## src/logic/sch_cfg.svh

```systemverilog
// constants of the serial channel: register map, field layout, reset values, timing
// assumes a 100 MHz pclk and an APB master with 32-bit data
//
// Operation
// - reset gives 9600 baud, character handshake, 8 data bits, no parity, 2 stops
// - character length selectable as 7 or 8 data bits
// - with 8 bits the top data bit is sent as 0 and read as 0
// - parity is even, odd or none, chosen by the parity operand
// - one or two stop bits, chosen by the stop operand
// - one configuration write carries mode, baud, length, parity and stop together
// - configuration is refused while the emulator is tracing
// - both ends must run at the same baud rate
// - exactly one handshake scheme is active, hardware or flow control
// - hardware mode moves one character per handshake exchange on RTS/CTS/DSR/DTR
// - flow control mode stores received characters in a 96-byte buffer
// - flow mode sends XOFF at 50 percent full and XON at 35 percent
// - hardware mode drives CTS as the inverse of the receiver ready flag
`ifndef SCH_CFG_SVH
`define SCH_CFG_SVH

`define SCH_CLK_HZ 100000000
`define SCH_DIV_W 20

// register byte addresses
`define SCH_ADDR_CONFIG 12'h000
`define SCH_ADDR_STATUS 12'h004
`define SCH_ADDR_TXDATA 12'h008
`define SCH_ADDR_RXDATA 12'h00C

// config_command fields
`define SCH_CFG_MODE 0
`define SCH_CFG_BAUD_LO 1
`define SCH_CFG_BAUD_HI 3
`define SCH_CFG_LEN8 4
`define SCH_CFG_PAR_LO 5
`define SCH_CFG_PAR_HI 6
`define SCH_CFG_STOP2 7
`define SCH_CFG_W 8
`define SCH_CFG_RESET 8'h9A

// parity_operand codes
`define SCH_PAR_EVEN 2'h1
`define SCH_PAR_ODD 2'h2

// status fields
`define SCH_ST_RDY 0
`define SCH_ST_TXBUSY 1
`define SCH_ST_PAUSED 2
`define SCH_ST_OVERRUN 3
`define SCH_ST_RXERR 4
`define SCH_ST_XOFFSENT 5
`define SCH_ST_CNT_LO 8

// baud codes and rates
`define SCH_BAUD_300 3'h0
`define SCH_BAUD_600 3'h1
`define SCH_BAUD_1200 3'h2
`define SCH_BAUD_2400 3'h3
`define SCH_BAUD_4800 3'h4
`define SCH_BAUD_9600 3'h5
`define SCH_BAUD_19200 3'h6
`define SCH_RATE_300 300
`define SCH_RATE_600 600
`define SCH_RATE_1200 1200
`define SCH_RATE_2400 2400
`define SCH_RATE_4800 4800
`define SCH_RATE_9600 9600
`define SCH_RATE_19200 19200

// character framing
`define SCH_DATA_BITS 7
`define SCH_FRAME_W 12
`define SCH_BITCNT_W 4

// flow control
`define SCH_RX_DEPTH 96
`define SCH_XOFF_PCT 50
`define SCH_XON_PCT 35
`define SCH_XOFF_CHAR 8'h13
`define SCH_XON_CHAR 8'h11

`endif

```

## src/logic/sch_pkg.sv

```systemverilog
// types shared by the serial channel modules
// assumes nothing beyond the constants header
package sch_pkg;
   typedef enum logic [1:0] {SCH_RX_IDLE, SCH_RX_START, SCH_RX_DATA, SCH_RX_STOP} sch_rx_state_t;
   typedef enum logic {SCH_TX_IDLE, SCH_TX_SEND} sch_tx_state_t;
endpackage

```

## src/logic/sch_channel.sv

```systemverilog
// serial channel toward a PROM programmer, APB register access
// assumes trace_active comes from pclk logic; serial and handshake pins are asynchronous
`timescale 1ns/1ns
`include "sch_cfg.svh"
module sch_channel
   import sch_pkg::*;
#(
   parameter int DEPTH = `SCH_RX_DEPTH
) (
   // clock and reset
   input wire logic pclk,
   input wire logic presetn,
   // apb slave
   input wire logic psel,
   input wire logic penable,
   input wire logic pwrite,
   input wire logic [11:0] paddr,
   input wire logic [31:0] pwdata,
   output logic [31:0] prdata,
   output logic pready,
   output logic pslverr,
   // emulator state
   input wire logic trace_active,
   // serial line and handshake
   input wire logic rxd,
   input wire logic rts,
   input wire logic dtr,
   output logic txd,
   output logic cts,
   output logic dsr
);
   localparam int CW = $clog2(DEPTH + 1);
   localparam int PW = $clog2(DEPTH);
   localparam logic [CW-1:0] XOFF_LVL = CW'((DEPTH * `SCH_XOFF_PCT + 99) / 100);
   localparam logic [CW-1:0] XON_LVL = CW'((DEPTH * `SCH_XON_PCT) / 100);

   // pin synchronisers
   logic [1:0] rxd_q, rts_q, dtr_q;
   logic rxd_s, rts_s, dtr_s;
   always_ff @(posedge pclk or negedge presetn) begin
      if (!presetn) begin
         rxd_q <= 2'h3;
         rts_q <= 2'h0;
         dtr_q <= 2'h0;
      end else begin
         rxd_q <= {rxd_q[0], rxd};
         rts_q <= {rts_q[0], rts};
         dtr_q <= {dtr_q[0], dtr};
      end
   end
   assign rxd_s = rxd_q[1];
   assign rts_s = rts_q[1];
   assign dtr_s = dtr_q[1];

   // control state
   logic [`SCH_CFG_W-1:0] config_command, next_config_command;
   logic [7:0] mem [DEPTH];
   logic [PW-1:0] wr_ptr, rd_ptr, next_wr_ptr, next_rd_ptr;
   logic [CW-1:0] count, next_count;
   logic tx_hold_valid, next_tx_hold_valid, paused, next_paused;
   logic [7:0] tx_hold, next_tx_hold;
   logic xoff_sent, next_xoff_sent, overrun, next_overrun, rx_err, next_rx_err;
   logic [31:0] next_prdata;
   logic next_pready, next_pslverr, next_cts;
   logic flow_mode, len8, par_en, par_odd, stop2, push, pop, done, full;
   logic desired_off, flow_req, take_flow, take_hold;
   logic [1:0] parity_operand;
   logic [`SCH_DIV_W-1:0] div;
   logic rx_valid, rx_err_p;
   logic [7:0] rx_data;
   logic [31:0] status;

   // tx state
   sch_tx_state_t tx_state, next_tx_state;
   logic [`SCH_FRAME_W-1:0] shreg, next_shreg, frame;
   logic [`SCH_BITCNT_W-1:0] bits_left, next_bits_left, frame_len;
   logic [`SCH_DIV_W-1:0] bcnt, next_bcnt;
   logic next_txd;

   // one handshake scheme at a time
   assign flow_mode = config_command[`SCH_CFG_MODE];
   assign len8 = config_command[`SCH_CFG_LEN8];
   assign parity_operand = config_command[`SCH_CFG_PAR_HI:`SCH_CFG_PAR_LO];
   assign par_en = (parity_operand == `SCH_PAR_EVEN) || (parity_operand == `SCH_PAR_ODD);
   assign par_odd = parity_operand == `SCH_PAR_ODD;
   assign stop2 = config_command[`SCH_CFG_STOP2];

   // the far end must be set to the same rate; unlisted codes fall back to 9600
   always_comb begin
      case (config_command[`SCH_CFG_BAUD_HI:`SCH_CFG_BAUD_LO])
         `SCH_BAUD_300: div = `SCH_DIV_W'(`SCH_CLK_HZ / `SCH_RATE_300);
         `SCH_BAUD_600: div = `SCH_DIV_W'(`SCH_CLK_HZ / `SCH_RATE_600);
         `SCH_BAUD_1200: div = `SCH_DIV_W'(`SCH_CLK_HZ / `SCH_RATE_1200);
         `SCH_BAUD_2400: div = `SCH_DIV_W'(`SCH_CLK_HZ / `SCH_RATE_2400);
         `SCH_BAUD_4800: div = `SCH_DIV_W'(`SCH_CLK_HZ / `SCH_RATE_4800);
         `SCH_BAUD_19200: div = `SCH_DIV_W'(`SCH_CLK_HZ / `SCH_RATE_19200);
         default: div = `SCH_DIV_W'(`SCH_CLK_HZ / `SCH_RATE_9600);
      endcase
   end

   sch_rx u_rx (
      .pclk(pclk),
      .presetn(presetn),
      .rxd(rxd_s),
      .div(div),
      .len8(len8),
      .par_en(par_en),
      .par_odd(par_odd),
      .valid(rx_valid),
      .data(rx_data),
      .err(rx_err_p)
   );

   assign status = {16'h0000, {(8 - CW){1'b0}}, count, 2'h0, xoff_sent, rx_err,
                    overrun, paused, tx_state == SCH_TX_SEND, count != '0};

   always_comb begin
      next_config_command = config_command;
      next_pready = psel && penable && !pready;
      next_prdata = prdata;
      next_pslverr = pslverr;
      next_tx_hold = tx_hold;
      next_tx_hold_valid = tx_hold_valid && !take_hold;
      next_overrun = overrun;
      next_rx_err = rx_err || rx_err_p;
      next_paused = paused;
      done = psel && penable && pready;
      pop = 1'b0;
      push = 1'b0;
      // in hardware mode there is only room for one character
      full = flow_mode ? (count == CW'(DEPTH)) : (count != '0);
      if (next_pready) begin
         next_prdata = 32'h0000_0000;
         next_pslverr = 1'b0;
         if (paddr == `SCH_ADDR_CONFIG) begin
            next_prdata = {24'h000000, config_command};
            next_pslverr = pwrite && trace_active;
         end else if (paddr == `SCH_ADDR_STATUS) begin
            next_prdata = status;
         end else if (paddr == `SCH_ADDR_TXDATA) begin
            next_pslverr = pwrite && tx_hold_valid;
         end else if (paddr == `SCH_ADDR_RXDATA) begin
            next_prdata = (count != '0) ? {24'h000000, mem[rd_ptr]} : 32'h0000_0000;
         end else begin
            next_pslverr = 1'b1;
         end
      end
      if (done && pwrite && !pslverr) begin
         if (paddr == `SCH_ADDR_CONFIG) begin
            // all five operands land in one write
            next_config_command = pwdata[`SCH_CFG_W-1:0];
         end else if (paddr == `SCH_ADDR_STATUS) begin
            next_overrun = overrun && !pwdata[`SCH_ST_OVERRUN];
            next_rx_err = (rx_err && !pwdata[`SCH_ST_RXERR]) || rx_err_p;
         end else if (paddr == `SCH_ADDR_TXDATA) begin
            next_tx_hold = pwdata[7:0];
            next_tx_hold_valid = 1'b1;
         end
      end
      if (done && !pwrite && paddr == `SCH_ADDR_RXDATA && count != '0) pop = 1'b1;
      if (rx_valid) begin
         // in flow mode xon/xoff steer our transmitter and are not stored
         if (flow_mode && rx_data == `SCH_XOFF_CHAR) begin
            next_paused = 1'b1;
         end else if (flow_mode && rx_data == `SCH_XON_CHAR) begin
            next_paused = 1'b0;
         end else if (full && !pop) begin
            next_overrun = 1'b1;
         end else begin
            push = 1'b1;
         end
      end
      if (!flow_mode) next_paused = 1'b0;
      next_count = count + CW'(push) - CW'(pop);
      next_wr_ptr = push ? ((wr_ptr == PW'(DEPTH - 1)) ? '0 : wr_ptr + PW'(1)) : wr_ptr;
      next_rd_ptr = pop ? ((rd_ptr == PW'(DEPTH - 1)) ? '0 : rd_ptr + PW'(1)) : rd_ptr;
      // hysteresis between the two fill levels
      if (count >= XOFF_LVL) desired_off = 1'b1;
      else if (count <= XON_LVL) desired_off = 1'b0;
      else desired_off = xoff_sent;
      flow_req = flow_mode && (desired_off != xoff_sent);
      next_xoff_sent = flow_mode && (take_flow ? desired_off : xoff_sent);
      // in hardware mode cts is the inverse of the receiver ready flag; flow mode holds it high
      next_cts = flow_mode ? 1'b1 : (next_count == '0);
   end

   always_ff @(posedge pclk or negedge presetn) begin
      if (!presetn) begin
         config_command <= `SCH_CFG_RESET;
         pready <= 1'b0;
         prdata <= 32'h0000_0000;
         pslverr <= 1'b0;
         tx_hold <= 8'h00;
         tx_hold_valid <= 1'b0;
         overrun <= 1'b0;
         rx_err <= 1'b0;
         paused <= 1'b0;
         count <= '0;
         wr_ptr <= '0;
         rd_ptr <= '0;
         xoff_sent <= 1'b0;
         cts <= 1'b1;
         dsr <= 1'b0;
      end else begin
         config_command <= next_config_command;
         pready <= next_pready;
         prdata <= next_prdata;
         pslverr <= next_pslverr;
         tx_hold <= next_tx_hold;
         tx_hold_valid <= next_tx_hold_valid;
         overrun <= next_overrun;
         rx_err <= next_rx_err;
         paused <= next_paused;
         count <= next_count;
         wr_ptr <= next_wr_ptr;
         rd_ptr <= next_rd_ptr;
         xoff_sent <= next_xoff_sent;
         cts <= next_cts;
         dsr <= 1'b1;
      end
   end

   always_ff @(posedge pclk) begin
      if (push) mem[wr_ptr] <= rx_data;
   end

   // frame: start, 7 data bits, forced zero eighth bit, parity, stops
   function automatic logic [`SCH_BITCNT_W+`SCH_FRAME_W-1:0] build(input logic [7:0] d);
      logic [`SCH_FRAME_W-1:0] f;
      logic [`SCH_BITCNT_W-1:0] pos;
      f = '1;
      f[0] = 1'b0;
      f[`SCH_DATA_BITS:1] = d[`SCH_DATA_BITS-1:0];
      pos = `SCH_BITCNT_W'(`SCH_DATA_BITS + 1);
      if (len8) begin
         f[pos] = 1'b0;
         pos = pos + `SCH_BITCNT_W'(1);
      end
      if (par_en) begin
         f[pos] = (^d[`SCH_DATA_BITS-1:0]) ^ par_odd;
         pos = pos + `SCH_BITCNT_W'(1);
      end
      pos = pos + `SCH_BITCNT_W'(1) + `SCH_BITCNT_W'(stop2);
      return {pos, f};
   endfunction

   always_comb begin
      next_tx_state = tx_state;
      next_shreg = shreg;
      next_bits_left = bits_left;
      next_bcnt = bcnt + `SCH_DIV_W'(1);
      take_flow = 1'b0;
      take_hold = 1'b0;
      {frame_len, frame} = build(desired_off ? `SCH_XOFF_CHAR : `SCH_XON_CHAR);
      case (tx_state)
         SCH_TX_IDLE: begin
            next_bcnt = '0;
            if (flow_req) begin
               take_flow = 1'b1;
            end else if (tx_hold_valid && (flow_mode ? !paused : (rts_s && dtr_s))) begin
               // hardware mode waits for the peer's handshake lines
               // flow mode stops at a character boundary after xoff
               take_hold = 1'b1;
               {frame_len, frame} = build(tx_hold);
            end
            if (take_flow || take_hold) begin
               next_shreg = frame;
               next_bits_left = frame_len;
               next_tx_state = SCH_TX_SEND;
            end
         end
         SCH_TX_SEND: begin
            if (bcnt == div - `SCH_DIV_W'(1)) begin
               next_bcnt = '0;
               next_shreg = {1'b1, shreg[`SCH_FRAME_W-1:1]};
               next_bits_left = bits_left - `SCH_BITCNT_W'(1);
               if (bits_left == `SCH_BITCNT_W'(1)) next_tx_state = SCH_TX_IDLE;
            end
         end
         default: next_tx_state = SCH_TX_IDLE;
      endcase
      next_txd = next_shreg[0];
   end

   always_ff @(posedge pclk or negedge presetn) begin
      if (!presetn) begin
         tx_state <= SCH_TX_IDLE;
         shreg <= '1;
         bits_left <= '0;
         bcnt <= '0;
         txd <= 1'b1;
      end else begin
         tx_state <= next_tx_state;
         shreg <= next_shreg;
         bits_left <= next_bits_left;
         bcnt <= next_bcnt;
         txd <= next_txd;
      end
   end
endmodule

```

## src/logic/sch_rx.sv

```systemverilog
// serial receiver: start detect, 7 to 9 data/parity bits, stop check
// assumes rxd is already synchronised to pclk and div is stable within a frame
`timescale 1ns/1ns
`include "sch_cfg.svh"
module sch_rx
   import sch_pkg::*;
(
   // clock and reset
   input wire logic pclk,
   input wire logic presetn,
   // line and format
   input wire logic rxd,
   input wire logic [`SCH_DIV_W-1:0] div,
   input wire logic len8,
   input wire logic par_en,
   input wire logic par_odd,
   // result
   output logic valid,
   output logic [7:0] data,
   output logic err
);
   sch_rx_state_t state, next_state;
   logic [`SCH_DIV_W-1:0] bcnt, next_bcnt;
   logic [`SCH_BITCNT_W-1:0] idx, next_idx;
   logic [8:0] sh, next_sh;
   logic next_valid, next_err;
   logic [7:0] next_data;
   logic [`SCH_BITCNT_W-1:0] nbits, pidx;

   always_comb begin
      nbits = `SCH_BITCNT_W'(`SCH_DATA_BITS) + `SCH_BITCNT_W'(len8) + `SCH_BITCNT_W'(par_en);
      pidx = `SCH_BITCNT_W'(`SCH_DATA_BITS) + `SCH_BITCNT_W'(len8);
      next_state = state;
      next_bcnt = bcnt + `SCH_DIV_W'(1);
      next_idx = idx;
      next_sh = sh;
      next_valid = 1'b0;
      next_err = 1'b0;
      next_data = data;
      case (state)
         SCH_RX_IDLE: begin
            next_bcnt = '0;
            if (!rxd) next_state = SCH_RX_START;
         end
         SCH_RX_START: begin
            // sample mid start bit, reject glitches
            if (bcnt == (div >> 1)) begin
               next_bcnt = '0;
               next_idx = '0;
               next_state = rxd ? SCH_RX_IDLE : SCH_RX_DATA;
            end
         end
         SCH_RX_DATA: begin
            if (bcnt == div - `SCH_DIV_W'(1)) begin
               next_bcnt = '0;
               next_sh[idx] = rxd;
               next_idx = idx + `SCH_BITCNT_W'(1);
               if (idx == nbits - `SCH_BITCNT_W'(1)) next_state = SCH_RX_STOP;
            end
         end
         SCH_RX_STOP: begin
            if (bcnt == div - `SCH_DIV_W'(1)) begin
               next_state = SCH_RX_IDLE;
               next_valid = 1'b1;
               // eighth bit ignored and read as zero
               next_data = {1'b0, sh[`SCH_DATA_BITS-1:0]};
               // parity over the bits really received
               next_err = !rxd || (par_en && ((^sh[`SCH_DATA_BITS-1:0]) ^
                  (len8 && sh[`SCH_DATA_BITS]) ^ par_odd ^ sh[pidx]));
            end
         end
         default: next_state = SCH_RX_IDLE;
      endcase
   end

   always_ff @(posedge pclk or negedge presetn) begin
      if (!presetn) begin
         state <= SCH_RX_IDLE;
         bcnt <= '0;
         idx <= '0;
         sh <= '0;
         valid <= 1'b0;
         err <= 1'b0;
         data <= 8'h00;
      end else begin
         state <= next_state;
         bcnt <= next_bcnt;
         idx <= next_idx;
         sh <= next_sh;
         valid <= next_valid;
         err <= next_err;
         data <= next_data;
      end
   end
endmodule

```

## config.mk

```make
export PLATFORM = sky130hd
export DESIGN_NAME = sch_channel
export DESIGN_NICKNAME = d
export VERILOG_FILES = /design/src/logic/sch_pkg.sv /design/src/logic/sch_channel.sv /design/src/logic/sch_rx.sv
export VERILOG_INCLUDE_DIRS = /design/src /design/src/logic
export SDC_FILE = /design/constraint.sdc
export NUM_CORES = 1
export LEC_CHECK = 0
export ABC_AREA = 0
export BUFFER_PORTS_ARGS = -buffer_cell sky130_fd_sc_hd__buf_2
export CAP_MARGIN = 0
export CORE_MARGIN = 3
export CORE_UTILIZATION = 63
export DETAILED_ROUTE_END_ITERATION = 8
export PLACE_DENSITY_LB_ADDON = 0.08
export SYNTH_ARGS = -nofsm -noshare
export SYNTH_HDL_FRONTEND = slang
export SYNTH_HIERARCHICAL = 1
export SYNTH_SLANG_ARGS = --single-unit
```

## constraint.sdc

```tcl
create_clock -name pclk -period 5.9 [get_ports pclk]
set_input_delay 0.295 -clock pclk [delete_from_list [all_inputs] [get_ports pclk]]
set_output_delay 0.295 -clock pclk [all_outputs]
set_load 0.02 [all_outputs]
```

# [Yosys cells after proc, flatten, opt, wreduce, memory -nomap -nowiden]
# Memory sizes are Yosys's and may differ from the RTL's.
# Index checks and enable logic that the tools add are counted.
[word_totals] in_bits=53 ram_bits=672 reg_bits=164 output_inout_bits=37 mem_count=1
[memory_table] name="mem" depth=96 width=7 rd=1 rd_ports_with_merged_regs=0 write_ports=1 line="sch_channel.sv:57" source="logic [7:0] mem [DEPTH];"
[classes] reduce_logical=56 order_cmp=9 n_bitwise=8 n_mux=110 eq_ne=33 addsub=18
[ops] operator="one-hot mux 19 bit (6 select lines)" count=1
[ops] operator="2-to-1 mux 12 bit" count=6
[ops] operator="2-to-1 mux 20 bit" count=3
[ops] operator="one-hot mux 20 bit (3 select lines)" count=1
[ops] operator="2-to-1 mux 1 bit" count=58
[ops] operator="2-to-1 mux 4 bit" count=14
[ops] operator="adder 20 x 1 -> 20 bit, second input constant" count=2
[ops] operator="equality test 20 bit" count=2
[ops] operator="one-hot mux 20 bit (2 select lines)" count=1
[ops] operator="2-to-1 mux 15 bit" count=2
[ops] operator="logical AND 1 bit" count=25
[ops] operator="bitwise mux 12 bit" count=2
[ops] operator="equality test 12 x 4 -> 1 bit, second input constant" count=2
[ops] operator="2-to-1 mux 8 bit" count=3
[ops] operator="one-hot mux 12 bit (2 select lines)" count=1
[ops] operator="equality test 7 bit, second input constant" count=3
[ops] operator="parity 7 bit" count=3
[ops] operator="adder 4 x 1 -> 4 bit, second input constant" count=5
[ops] operator="equality test 20 x 18 -> 1 bit" count=1
[ops] operator="< comparator 4 x 5 -> 1 bit, second input constant" count=4
[ops] operator="subtractor 19 x 1 -> 20 bit, second input constant" count=1
[ops] operator="one-hot mux 4 bit (2 select lines)" count=2
[ops] operator="adder 7 x 1 -> 7 bit, second input constant" count=2
[ops] operator="equality test 7 x 5 -> 1 bit, second input constant" count=2
[ops] operator="41 further kinds" count=88

# [Depth between registers and ports, before layout]
[depth] word_depth=18 depth_mapped=17 ltp_nobuf=17

# [Hierarchy]
# Netlist, hierarchy kept.
[by_module_without_submodules] mod="sch_channel" instances=1 seq_area_each_um2=25610.8 area_per_inst_um2=35889.4 cells_per_inst=1978
[by_module_without_submodules] mod="sch_rx" instances=1 seq_area_each_um2=1101.1 area_per_inst_um2=3430.8 cells_per_inst=380

# [Worst setup path after synthesis]
# Ideal clock, no wire load.
[synth_path] path_type="register to register" from="register u_rx.data[5]" to="register cts" arrival_time_ns=4.185 required_ns=5.795 stages_incl_launch_ff=15 synth_period_minus_slack_ns=4.291 path_slack_ns=1.609 setup_ns=0.105 path_cell_list="dfrtp_1 nor4b_1 and3_1 a21boi_0 o21ai_2 ha_1 inv_1 ha_1 fa_1 nor2b_1 o21a_1 nor2_1 xor2_1 or4_1 o41ai_1"
[synth_between] elab_chain_len=9 elab_cells_between_ends=11 cone_classes="add/sub: 2; eq/ne: 2; mux: 4; reduce/logical: 3"
[synth_rtl] item="start, declared" line="sch_rx.sv:19" source="output logic [7:0] data,"
[synth_rtl] item="start signal, assigned" line="sch_rx.sv:92" source="data <= next_data;"
[synth_rtl] item="equality test 7 x 5 -> 1 bit (no line)"
[synth_rtl] item="logical AND 1 bit (no line)"
[synth_rtl] item="2-to-1 mux 1 bit" line="sch_channel.sv:165" source="end else if (flow_mode && rx_data == `SCH_XON_CHAR) begin"
[synth_rtl] item="2-to-1 mux 1 bit (*)" line="sch_channel.sv:163" source="if (flow_mode && rx_data == `SCH_XOFF_CHAR) begin"
[synth_rtl] item="2-to-1 mux 1 bit (*)" line="sch_channel.sv:161" source="if (rx_valid) begin"
[synth_rtl] item="adder 7 x 1 -> 7 bit (*)" line="sch_channel.sv:174" source="next_count = count + CW'(push) - CW'(pop);"
[synth_rtl] item="subtractor 7 x 1 -> 7 bit (*)" line="sch_channel.sv:174"
[synth_rtl] item="named net next_count[4]" line="sch_channel.sv:59" source="logic [CW-1:0] count, next_count;"
[synth_rtl] item="zero test 7 bit (*)" line="sch_channel.sv:184" source="next_cts = flow_mode ? 1'b1 : (next_count == '0);"
[synth_rtl] item="2-to-1 mux 1 bit (*)" line="sch_channel.sv:184"
[synth_rtl] item="named net next_cts" line="sch_channel.sv:64" source="logic next_pready, next_pslverr, next_cts;"
[synth_rtl] item="end signal, assigned" line="sch_channel.sv:218" source="cts <= next_cts;"
[synth_rtl] item="end, declared" line="sch_channel.sv:29" source="output logic cts,"
# The timed path passes the listed nets; every way through them passes the cells marked *.
# A chain may end at the register's enable or synchronous reset.

# [Final worst setup path]
[layout_path] from="register config_command[2]" to="register u_rx.data[1]"
[layout_between] elab_chain_len=5 elab_cells_between_ends=10 cone_classes="add/sub: 1; eq/ne: 6; mux: 1; reduce/logical: 2"
[layout_rtl] item="start, declared" line="sch_channel.sv:56" source="logic [`SCH_CFG_W-1:0] config_command, next_config_command;"
[layout_rtl] item="start signal, assigned" line="sch_channel.sv:189" source="config_command <= `SCH_CFG_RESET;"
[layout_rtl] item="start signal, assigned" line="sch_channel.sv:205" source="config_command <= next_config_command;"
[layout_rtl] item="equality test 3 bit (tied with other cells)" line="sch_channel.sv:90" source="case (config_command[`SCH_CFG_BAUD_HI:`SCH_CFG_BAUD_LO])"
[layout_rtl] item="one-hot mux 19 bit (6 select lines) (*)" line="sch_channel.sv:90"
[layout_rtl] item="named net div[0]" line="sch_channel.sv:68" source="logic [`SCH_DIV_W-1:0] div;"
[layout_rtl] item="subtractor 19 x 1 -> 20 bit (*)" line="sch_rx.sv:62" source="if (bcnt == div - `SCH_DIV_W'(1)) begin"
[layout_rtl] item="equality test 20 bit (*)" line="sch_rx.sv:62"
[layout_rtl] item="AND reduction 2 bit (no line) (*)"
# Marked as above.

==> metrics.md <==
| Metric | Value |
|---|---|
| Max Cap Viol | `0` |
| Final WL | `87.4 mm` |
| Clk_skew | `between 30 and 40 ps` |
| Syn-to-layout area delta | `10.2%` |
| Tcrit/Tclk final | `between 70% and 80%` |
| Number of flops mapped to enable cells by yosys | `between 700 and 800` |
| Rel. slew slack | `about a fifth` |
| Hold WC Path Type | `input port to flip-flop` |
| CTS tree | `built` |
| Pin count of the biggest net entering global routing | `a little under 100` |
| CP Launch Type | `flip-flop` |
| Die area | `around 65000 sq um` |
| Tmin final | `roughly 4500 ps` |
| PortBufs | `48` |
| Top Ports | `90` |
| Clk sink count | `~900` |
| Initial Utilization | `~64%` |
| Post-CTS setup buffers | `0` |
| Pre-antenna DRT Iters | `7` |
| Mapped Area | `~40000 sq um` |
| Number of global-route vias before repair | `roughly 21000` |
| Synth Instances | `about 2400` |
| Worst setup margin | `1350 ps` |
| Synth cell types | `a little over 100` |
| Total gr overflow | `0` |
| CP Class | `flip-flop to flip-flop` |
| Setup-failing EPs final | `0` |
| Clock root cell | `clkbuf_16` |
| YS warnings | `6` |
| Hold_buf cts | `13` |
| Die Span Y | `about 260 microns` |
| P_leak | `~16 nW` |
| DR vias | `between 20000 and 25000` |
| Place WS | `around 1400 ps` |
| Vias/cell | `roughly 6.4` |
| Final Net Count | `2511` |
| CTS buffer count | `just over 90` |
| Site row count | `90` |
| Crit-path max FO | `18` |
| PD cells | `around 300 nW/um^2` |
| Mean post-synth cell area | `16.7 sq um` |
| Hpwl dp | `around 54 mm` |
| Pins Over Slew Limit | `0` |
| RePlAce Congestion | `~0.86` |
| FF+latch count, synth | `between 900 and 1000` |
| Critical path endpoint category | `flip-flop` |
| Clock-pin slew on the worst setup and hold paths | `around 60 ps` |
| Setup_tns | `0 ps` |
| Initial antenna violation count | `1` |
| Max clock buf depth | `3` |
| Max Clk Rate | `0.220 GHz` |
| GRT Total Usage | `27.0%` |
| Hold Violations, Final | `0` |
| RSZ-0062 raised after global routing | `no` |
| CTS resizes | `0` |
| DRC errors left | `0` |
| Final Util | `71.0%` |
| Initial DRC count | `~2300` |
| WL per Instance | `between 20 and 30 microns` |
| Slew @ Worst Pin | `between 1000 and 1500 ps` |
| Clock Latency Late Sink | `640 ps` |
| Die Wd | `256 microns` |
| First-pass GRT wire length | `between 100 and 150 mm` |
| Detail Route Antenna Nets | `0` |
| Status | `completed` |
| Ys flop type | `edfxtp_1` |
| Share of cells above drive strength 1 | `about 20%` |
| Post-synthesis sequential area ratio | `about two thirds` |
| H-tree lvl count | `3` |
| Core area | `roughly 61000 sq um` |
| Worst EP required | `6410 ps` |
| Async SR Flop Fraction | `approximately 16%` |
| Max IR drop VDD | `between 0.2 and 0.3 mV` |
| WP data arrival | `a little over 5000 ps` |
## routing by layer
| layer | share of wire, % | track usage, % |
|---|---|---|
| met5 | 0 | 0 |
| met4 | 2.8 | 8.38 |
| met3 | 7.2 | 4.87 |
| met2 | 49 | 43.1 |
| met1 | 41 | 38.6 |
## cells in the mapped netlist (all sizes together) (47+ instances only)
master  number  area [sq um]
clkbuf      53           203
nand2       80           300
edfxtp     768         23100
mux2i       66           661
a21oi       47           235
nor2       228           866
xnor2       65           569
dfrtp      128          3200
inv         47           176
buf         95           629
xor2        51           447
nand3       48           245
mux4       203          4570
## where the power goes
part	switching, W	internal, W
Sequential	0.0000271	0.00694
Combinational	0.000171	0.000102
Clock	0.00241	0.00326
Total	0.00260	0.0103
## critical path: stages (launching register included)
cell and delay [ps]:
dfrtp_1 620, a21oi_1 710, nor2_1 360, or4b_1 630
nor3_1 290, o211ai_1 160, a2111oi_0 450, and4_1 550
nand4_4 260, mux2_1 370
## cell usage in the layout (no fill, tap or decap), types with 51 or more instances in the layout
| master | Yosys | layout |
|---|---|---|
| xnor2_1 | 65 | 65 |
| edfxtp_1 | 768 | 768 |
| nand2_1 | 80 | 80 |
| xor2_1 | 51 | 51 |
| mux2i_1 | 66 | 66 |
| clkbuf_16 | 0 | 92 |
| nor2_1 | 226 | 226 |
| dfrtp_1 | 128 | 117 |
| mux4_2 | 203 | 203 |
## worst paths after layout
kind / from / to / slack, ps / cells past startpoint
hold reg to reg: rts_q[0] / rts_q[1] / 360 / 0
hold / removal: paddr[3] / prdata[0] / 160 / 4
setup reg to reg: config_command[2] / u_rx/data[1] / 1350 / 9
max in group asynchronous: presetn / rd_ptr[1] / 4120 / 3
setup / recovery: config_command[2] / u_rx/data[1] / 1350 / 9
min in group asynchronous: presetn / prdata[13] / 280 / 2
## state kept, by name (all words and copies together), names as in the netlist, 2 cells and up, named ones only
signal          flops
config_command      8
u_rx/bcnt          20
dtr_q               2
rts_q               2
tx_hold             7
mem               768
prdata             15
u_rx/sh             9
count               7
wr_ptr              7
bcnt               20
rd_ptr              7
bits_left           4
rxd_q               2
u_rx/idx            4
u_rx/data           7
shreg               9
## cell families (layout without fill, tap and decap cells)
kind of cell / count (synthesis) / in the layout / share of synthesized area (%)
buffers and inverters: 196 / 318 / 2.57
AO/OA/AOI/OAI: 227 / 227 / 4.07
other: 3 / 23 / 0.0286
flip-flops: 913 / 913 / 67.9
adder cells (fa/ha/maj): 35 / 35 / 1.13
XOR/XNOR: 116 / 116 / 2.58
multiplexers: 313 / 313 / 14.6
AND/OR/NAND/NOR: 555 / 555 / 7.11
## per-stage QoR
| step | power, W | cells | hold WS [ps] | instance area, sq um |
|---|---|---|---|---|
| after floorplan | 0.00728 | 2376 | -0.591 | 39400 |
| after global placement | 0.00735 | 3145 | 333 | 40200 |
| after detailed placement | 0.00736 | 3145 | 338 | 40200 |
| after CTS | 0.0130 | 3326 | 132 | 43300 |
| after global routing | 0.0133 | 3327 | 164 | 43300 |
| final | 0.0129 | 3328 | 158 | 43300 |
## final cells by class
| type | instances | area [sq um] |
|---|---|---|
| diodes | 2 | 5.00 |
| clock buffers | 119 | 2450 |
| clock inverters | 49 | 498 |
| fillers | 3876 | 17700 |
| inverters | 48 | 180 |
| multi-input cells | 1267 | 11700 |
| flip-flops and latches | 913 | 26700 |
| well taps | 828 | 1040 |
| repair buffers | 102 | 747 |
Power figures use the tool's default switching activity.
